--- src/rtl/ltu_timer_regs.vh ---
// register offsets, field positions, reset values and timing counts of the light timer unit
`ifndef LTU_TIMER_REGS_VH
`define LTU_TIMER_REGS_VH

// =====================================================================
// register offsets
`define LTU_OFS_TB2_CSR      8'h0C
`define LTU_OFS_RELOAD       8'h0D
`define LTU_OFS_LIVE_COUNT   8'h0E
`define LTU_OFS_TB1_CSR      8'h0F
`define LTU_OFS_CAPTURE      8'h10

// =====================================================================
// timebase2_ctrl_status fields
`define LTU_TB2_FLAG_BIT     0
`define LTU_TB2_IE_BIT       1

// =====================================================================
// timebase1_capture_ctrl_status fields
`define LTU_TB1_FLAG_BIT     3
`define LTU_TB1_IE_BIT       4
`define LTU_PERIOD_DBL_BIT   5
`define LTU_CAP_FLAG_BIT     6
`define LTU_CAP_IE_BIT       7

// =====================================================================
// reset values
`define LTU_RST_BYTE         8'h00
`define LTU_RST_BIT          1'b0

// =====================================================================
// timing counts in oscillator cycles
`define LTU_PRESCALE         32
`define LTU_PRESCALE_W       5
`define LTU_CNT1_LAST        8'hF9
`define LTU_CNT2_LAST        8'hFF
`define LTU_TB1_PERIOD       8000
`define LTU_TB1_PERIOD_DBL   16000

`endif

--- src/rtl/ltu_timer.v ---
// light timer unit: two timebase counters, an input capture and a byte register port
//
// Contract
// - counter 1 starts at zero after reset, steps every 32 clocks, hidden from software.
// - counter 1 wraps from F9h to 00h; each wrap is one overflow.
// - timebase 1 period is 8000 clocks, or 16000 with period double select.
// - timebase 1 overflow sets its flag; flag and enable raise its request.
// - reading the timebase 1 status register clears its flag; writes leave it.
// - capture pin edge copies counter 1, sets capture flag, requests if enabled.
// - reading the capture register clears the capture flag; writes leave it.
// - capture edges are ignored while the capture flag is set.
// - counter 2 starts from the reload value after reset, steps every 32 clocks.
// - counter 2 past FFh loads the reload value; that is its overflow.
// - reload writes take effect only at the next counter 2 overflow.
// - counter 2 overflow sets its flag; flag and enable raise its request.
// - reading the timebase 2 status register clears its flag; writes set only its enable.
// - counter 2 live value is readable, read only.
// - halt stops both counters; other low power modes leave the timer running.
// - three separate request lines: timebase 1, timebase 2, capture.
// - capture register reads zero after reset and cannot be written.
`default_nettype none
`include "ltu_timer_regs.vh"

module ltu_timer #(
  parameter ADDR_W = 8
) (
  input  wire              sys_clk_i,
  input  wire              reset_n_i,
  input  wire [ADDR_W-1:0] addr_i,
  input  wire [7:0]        wr_data_i,
  input  wire              wr_en_i,
  input  wire              rd_en_i,
  output reg  [7:0]        rd_data_o,
  input  wire              halt_i,
  input  wire              capture_input_pin_i,
  output reg               irq_tb1_o,
  output reg               irq_tb2_o,
  output reg               irq_cap_o
);

  // =====================================================================
  // address decode
  function sel;
    input [ADDR_W-1:0] a;
    input [7:0]        ofs;
    begin
      sel = (a == ofs[ADDR_W-1:0]);
    end
  endfunction

  wire rd_tb1_csr = rd_en_i & sel(addr_i, `LTU_OFS_TB1_CSR);
  wire rd_tb2_csr = rd_en_i & sel(addr_i, `LTU_OFS_TB2_CSR);
  wire rd_capture = rd_en_i & sel(addr_i, `LTU_OFS_CAPTURE);
  wire wr_tb1_csr = wr_en_i & sel(addr_i, `LTU_OFS_TB1_CSR);
  wire wr_tb2_csr = wr_en_i & sel(addr_i, `LTU_OFS_TB2_CSR);
  wire wr_reload  = wr_en_i & sel(addr_i, `LTU_OFS_RELOAD);

  // =====================================================================
  // state
  reg [`LTU_PRESCALE_W-1:0] prescale;
  reg [7:0]                 counter1;
  reg                       half_period;
  reg [7:0]                 counter2;
  reg [7:0]                 reload_value_field;
  reg [7:0]                 captured_value_field;
  reg                       first_timebase_flag;
  reg                       first_timebase_irq_enable;
  reg                       period_double_select;
  reg                       second_timebase_flag;
  reg                       second_timebase_irq_enable;
  reg                       capture_flag;
  reg                       capture_irq_enable;
  reg                       pin_s1;
  reg                       pin_s2;
  reg                       pin_s3;

  // =====================================================================
  // prescaler and overflow events
  wire tick      = (prescale == `LTU_PRESCALE_W'h1F) & ~halt_i;
  wire wrap1     = tick & (counter1 == `LTU_CNT1_LAST);
  wire tb1_event = wrap1 & (~period_double_select | half_period);
  wire tb2_event = tick & (counter2 == `LTU_CNT2_LAST);
  wire pin_edge  = pin_s2 ^ pin_s3;
  wire cap_event = pin_edge & ~capture_flag;

  wire next_first_timebase_flag  = tb1_event | (first_timebase_flag & ~rd_tb1_csr);
  wire next_second_timebase_flag = tb2_event | (second_timebase_flag & ~rd_tb2_csr);
  wire next_capture_flag         = cap_event | (capture_flag & ~rd_capture);

  // =====================================================================
  // counters
  always @(posedge sys_clk_i or negedge reset_n_i) begin
    if (!reset_n_i) begin
      prescale    <= {`LTU_PRESCALE_W{1'b0}};
      counter1    <= `LTU_RST_BYTE;
      half_period <= `LTU_RST_BIT;
      counter2    <= `LTU_RST_BYTE;
    end else begin
      if (!halt_i) begin
        prescale <= prescale + `LTU_PRESCALE_W'h01;
      end
      if (tick) begin
        if (wrap1) begin
          counter1 <= 8'h00;
        end else begin
          counter1 <= counter1 + 8'h01;
        end
        if (tb2_event) begin
          counter2 <= reload_value_field;
        end else begin
          counter2 <= counter2 + 8'h01;
        end
      end
      if (wrap1) begin
        half_period <= ~half_period;
      end
    end
  end

  // =====================================================================
  // capture pin synchroniser
  always @(posedge sys_clk_i or negedge reset_n_i) begin
    if (!reset_n_i) begin
      pin_s1 <= `LTU_RST_BIT;
      pin_s2 <= `LTU_RST_BIT;
      pin_s3 <= `LTU_RST_BIT;
    end else begin
      pin_s1 <= capture_input_pin_i;
      pin_s2 <= pin_s1;
      pin_s3 <= pin_s2;
    end
  end

  // =====================================================================
  // software registers and flags
  always @(posedge sys_clk_i or negedge reset_n_i) begin
    if (!reset_n_i) begin
      reload_value_field         <= `LTU_RST_BYTE;
      captured_value_field       <= `LTU_RST_BYTE;
      first_timebase_flag        <= `LTU_RST_BIT;
      first_timebase_irq_enable  <= `LTU_RST_BIT;
      period_double_select       <= `LTU_RST_BIT;
      second_timebase_flag       <= `LTU_RST_BIT;
      second_timebase_irq_enable <= `LTU_RST_BIT;
      capture_flag               <= `LTU_RST_BIT;
      capture_irq_enable         <= `LTU_RST_BIT;
    end else begin
      if (wr_reload) begin
        reload_value_field <= wr_data_i;
      end
      if (wr_tb1_csr) begin
        capture_irq_enable        <= wr_data_i[`LTU_CAP_IE_BIT];
        period_double_select      <= wr_data_i[`LTU_PERIOD_DBL_BIT];
        first_timebase_irq_enable <= wr_data_i[`LTU_TB1_IE_BIT];
      end
      if (wr_tb2_csr) begin
        second_timebase_irq_enable <= wr_data_i[`LTU_TB2_IE_BIT];
      end
      if (cap_event) begin
        captured_value_field <= counter1;
      end
      first_timebase_flag  <= next_first_timebase_flag;
      second_timebase_flag <= next_second_timebase_flag;
      capture_flag         <= next_capture_flag;
    end
  end

  // =====================================================================
  // interrupt request lines
  always @(posedge sys_clk_i or negedge reset_n_i) begin
    if (!reset_n_i) begin
      irq_tb1_o <= `LTU_RST_BIT;
      irq_tb2_o <= `LTU_RST_BIT;
      irq_cap_o <= `LTU_RST_BIT;
    end else begin
      irq_tb1_o <= next_first_timebase_flag & first_timebase_irq_enable;
      irq_tb2_o <= next_second_timebase_flag & second_timebase_irq_enable;
      irq_cap_o <= next_capture_flag & capture_irq_enable;
    end
  end

  // =====================================================================
  // read data, one cycle after the strobe
  always @(posedge sys_clk_i or negedge reset_n_i) begin
    if (!reset_n_i) begin
      rd_data_o <= `LTU_RST_BYTE;
    end else if (rd_en_i) begin
      rd_data_o <= 8'h00;
      if (sel(addr_i, `LTU_OFS_TB2_CSR)) begin
        rd_data_o[`LTU_TB2_IE_BIT]   <= second_timebase_irq_enable;
        rd_data_o[`LTU_TB2_FLAG_BIT] <= second_timebase_flag;
      end else if (sel(addr_i, `LTU_OFS_RELOAD)) begin
        rd_data_o <= reload_value_field;
      end else if (sel(addr_i, `LTU_OFS_LIVE_COUNT)) begin
        rd_data_o <= counter2;
      end else if (sel(addr_i, `LTU_OFS_TB1_CSR)) begin
        rd_data_o[`LTU_CAP_IE_BIT]     <= capture_irq_enable;
        rd_data_o[`LTU_CAP_FLAG_BIT]   <= capture_flag;
        rd_data_o[`LTU_PERIOD_DBL_BIT] <= period_double_select;
        rd_data_o[`LTU_TB1_IE_BIT]     <= first_timebase_irq_enable;
        rd_data_o[`LTU_TB1_FLAG_BIT]   <= first_timebase_flag;
      end else if (sel(addr_i, `LTU_OFS_CAPTURE)) begin
        rd_data_o <= captured_value_field;
      end
    end else begin
      rd_data_o <= 8'h00;
    end
  end

endmodule // ltu_timer
`default_nettype wire

--- config.mk ---
export PLATFORM = sky130hd
export DESIGN_NAME = ltu_timer
export DESIGN_NICKNAME = d
export VERILOG_FILES = /design/src/rtl/ltu_timer.v
export VERILOG_INCLUDE_DIRS = /design/src /design/src/rtl
export SDC_FILE = /design/constraint.sdc
export NUM_CORES = 1
export LEC_CHECK = 0
export BUFFER_PORTS_ARGS = -buffer_cell sky130_fd_sc_hd__buf_4
export CAP_MARGIN = 10
export CORE_UTILIZATION = 45
export CTS_CLUSTER_DIAMETER = 100
export DETAILED_ROUTE_END_ITERATION = 8
export GPL_ROUTABILITY_DRIVEN = 1
export PLACE_DENSITY = 0.61
export SLEW_MARGIN = 20
export SYNTH_ARGS = -nofsm -noshare
export SYNTH_HDL_FRONTEND = slang
export SYNTH_SLANG_ARGS = --single-unit
export TNS_END_PERCENT = 5
--- constraint.sdc ---
create_clock -name sys_clk_i -period 3.95 [get_ports sys_clk_i]
set_clock_uncertainty 0.2 [all_clocks]
set_input_delay 0.79 -clock sys_clk_i [delete_from_list [all_inputs] [get_ports sys_clk_i]]
set_output_delay 0.79 -clock sys_clk_i [all_outputs]
set_load 0.01 [all_outputs]
==> results_dict.tcl <==
set metrics [dict create \
    core_mm2 0.00599 \
    rows 28 \
    seq_power_share 0.527 \
    report.final.hold_viol_count 0 \
    synth-seq-area-share 0.523 \
    final_cell_mix "dfrtp_1, buf_4, nand2_1, mux2_2" \
    yosys_register_bits 59 \
    antenna_cells 0 \
    ios 33 \
    hold_ws_ps 160 \
    clk_pin_slew_ps 70 \
    path_class "reg -> reg" \
    grt_pass1_vias 1914 \
    status "finished, final reports clean" \
    clk_latency_ps 340 \
    ir_worst_vdd_uv 294 \
    cts_tree "done" \
    synth_area_leaders "dfrtp_1, mux2_2, nand2_1" \
    worst_ep_required_time_ps 4000 \
    vias_per_cell 5.64 \
    slowest_delay_ps 400 \
    slew_headroom 0.510 \
    ys_async_sr_fraction 1.00 \
    cp-end-kind "flip-flop" \
    antenna_found_initial 0 \
    die_area_mm2 0.00659 \
    hold_buffers 0 \
    ys_warn_count 0 \
    switchingPower_uw 369 \
    finalCritPeriodShare 0.586 \
    drt-initial-drc-count 144 \
    maxCapViolCount 0 \
    drc 0 \
    num_vias 2025 \
    die_y_um 81.2 \
    grt_pass1_wl_mm 9.44 \
    fmax_mhz 432 \
    postCtsSetupBuffers 0 \
    cts_sinks 59 \
    syn_area_per_cell_um2 11.4 \
    synth_nets 274 \
    grt_max_degree 60 \
    routedWlPerCell_um 16.1 \
    synthDistinctLibCells 52 \
    gp_congestion 0.811 \
    finalSetupViolCount 0 \
    ant_nets 0 \
    start_util 0.471 \
    numPortBuffers 32 \
    fin_nets 307 \
    tns_ps 0 \
    hp-class "reg -> reg" \
    post-route-min-period_ps 2320 \
    slowest_stage "and3_1" \
    path_cells "ha_1 > and3_1 > ha_1 > and4b_1 > and3_1 > o21ai_0 > a41oi_1" \
    grt_overflow 0 \
    slew_viol_final 0 \
    syn_inst 247 \
    totalWireLength_mm 5.80 \
    p_comb_frac 0.126 \
    pwr-share-clk 0.347 \
    p_sw_frac 0.271 \
    crit_fanout 9 \
    p_int_uw 991 \
    cts_inserted_buffers 9 \
    clock_path_buffers 2 \
    ctsHtreeMaxLevel 3 \
    final_common_cell "dfrtp_1" \
    synth_area_mm2 0.00282 \
    synth-edff-count 0 \
    synth-main-ff-cell "dfrtp_1" \
    rsz0062_at_grt "false" \
    worst_slew_pin_slew_ps 735 \
    hpwl_mm 4.20 \
    die_x_um 81.2 \
    clock-root-buffer "clkbuf_8" \
    first_pass_iters 4 \
    cellLeakagePower_nw 1.49 \
    startpoint_type "flip-flop" \
    p_per_area_mw_per_mm2 419 \
    cts_resized 0 \
    areaGrowthSynthToFinish_pct 14.9 \
    yosysTopAreaCell "dfrtp_1" \
    track_usage 0.199 \
    drive_above_1_share 0.271 \
    yosysTopAreaCellShare 0.523 \
    arrival_ps 2370 \
]
==> per-stage QoR <==
stage | power (mW) | instance area, um2 | utilization | setup slack [ps] | cells
floorplan | 0.835 | 2820 | - | 1770 | 247
CTS | 1.38 | 3240 | 0.542 | 1620 | 359
detailed placement | 0.901 | 3080 | 0.513 | 1540 | 344
global placement | 0.899 | 3080 | 0.513 | 1580 | 344
finish | 1.36 | 3240 | 0.542 | 1630 | 359
global route | 1.44 | 3240 | 0.542 | 1430 | 359
==> critical path: cells and delay by family, from the launching register on <==
family                   cells  cell delay [ps]
flip-flops                   1              390
AO/OA/AOI/OAI                2              310
adder cells (fa/ha/maj)      2              400
AND/OR/NAND/NOR              3              930
==> power by group through the flow <==
stage	Clock [mW]	Sequential (mW)	Combinational, mW
after floorplan	0	0.713	0.122
after global placement	0	0.727	0.172
after detailed placement	0	0.728	0.173
after CTS	0.491	0.717	0.174
after global routing	0.513	0.727	0.195
final	0.472	0.717	0.171
==> cell usage after synthesis, types with 4 or more instances <==
library cell / n
dfrtp_1: 59
mux2_2: 21
nand2_1: 21
a21oi_1: 15
nor2_1: 15
nor3_1: 9
xnor2_1: 7
nand3_1: 6
nand4_1: 6
nor2b_1: 6
or3_1: 6
a221oi_1: 5
ha_1: 5
o21ai_0: 5
and2_1: 4
buf_4: 4
inv_1: 4
==> routing by layer <==
layer  GRT usage  up-vias  routed length (um)
met5           0        -                   0
met4      0.0839        0                  83
met3      0.0539        9                 172
met2       0.300       36                2790
met1       0.269     1017                2750
li1            -      963                   -
==> worst paths after layout <==
check	start	endpoint	slack (ps)	cells past startpoint
max	prescale[0]	irq_tb2_o	1630	7
max reg2reg	prescale[0]	irq_tb2_o	1630	7
min reg2reg	pin_s1	pin_s2	160	0
max in group asynchronous	reset_n_i	counter1[2]	2750	1
min	pin_s1	pin_s2	160	0
min in group asynchronous	reset_n_i	captured_value_field[4]	310	1
==> logic make-up (layout without fill, tap and decap cells) <==
logic type	count (synthesis)	after routing	synth area share
and+or+nand+nor	92	92	0.189
AOI/OAI and AO/OA	43	43	0.105
xor gates and xnor gates	9	9	0.0279
buffers and inverters	14	51	0.0341
muxes	25	25	0.0988
adders and majority gates	5	5	0.0222
DFF	59	59	0.523
==> state kept, by name (all words and copies together) (netlist names) <==
| register | count |
|---|---|
| pin_s2 | 1 |
| pin_s3 | 1 |
| first_timebase_flag | 1 |
| prescale | 5 |
| irq_tb1_o | 1 |
| irq_tb2_o | 1 |
| counter1 | 8 |
| second_timebase_flag | 1 |
| reload_value_field | 8 |
| capture_flag | 1 |
| period_double_select | 1 |
| half_period | 1 |
| pin_s1 | 1 |
| counter2 | 8 |
| rd_data_o | 8 |
| second_timebase_irq_enable | 1 |
| irq_cap_o | 1 |
| first_timebase_irq_enable | 1 |
| capture_irq_enable | 1 |
| captured_value_field | 8 |
==> layout make-up <==
cell class,count,area [um2]
multi-input combinational,174,1250
inverter,4,15.0
tap,75,93.8
timing repair buffer,32,240
clock buffer,11,141
sequential,59,1480
fill,547,2750
clock inverter,4,27.5
Note: power is estimated with default switching activity, not from simulation.
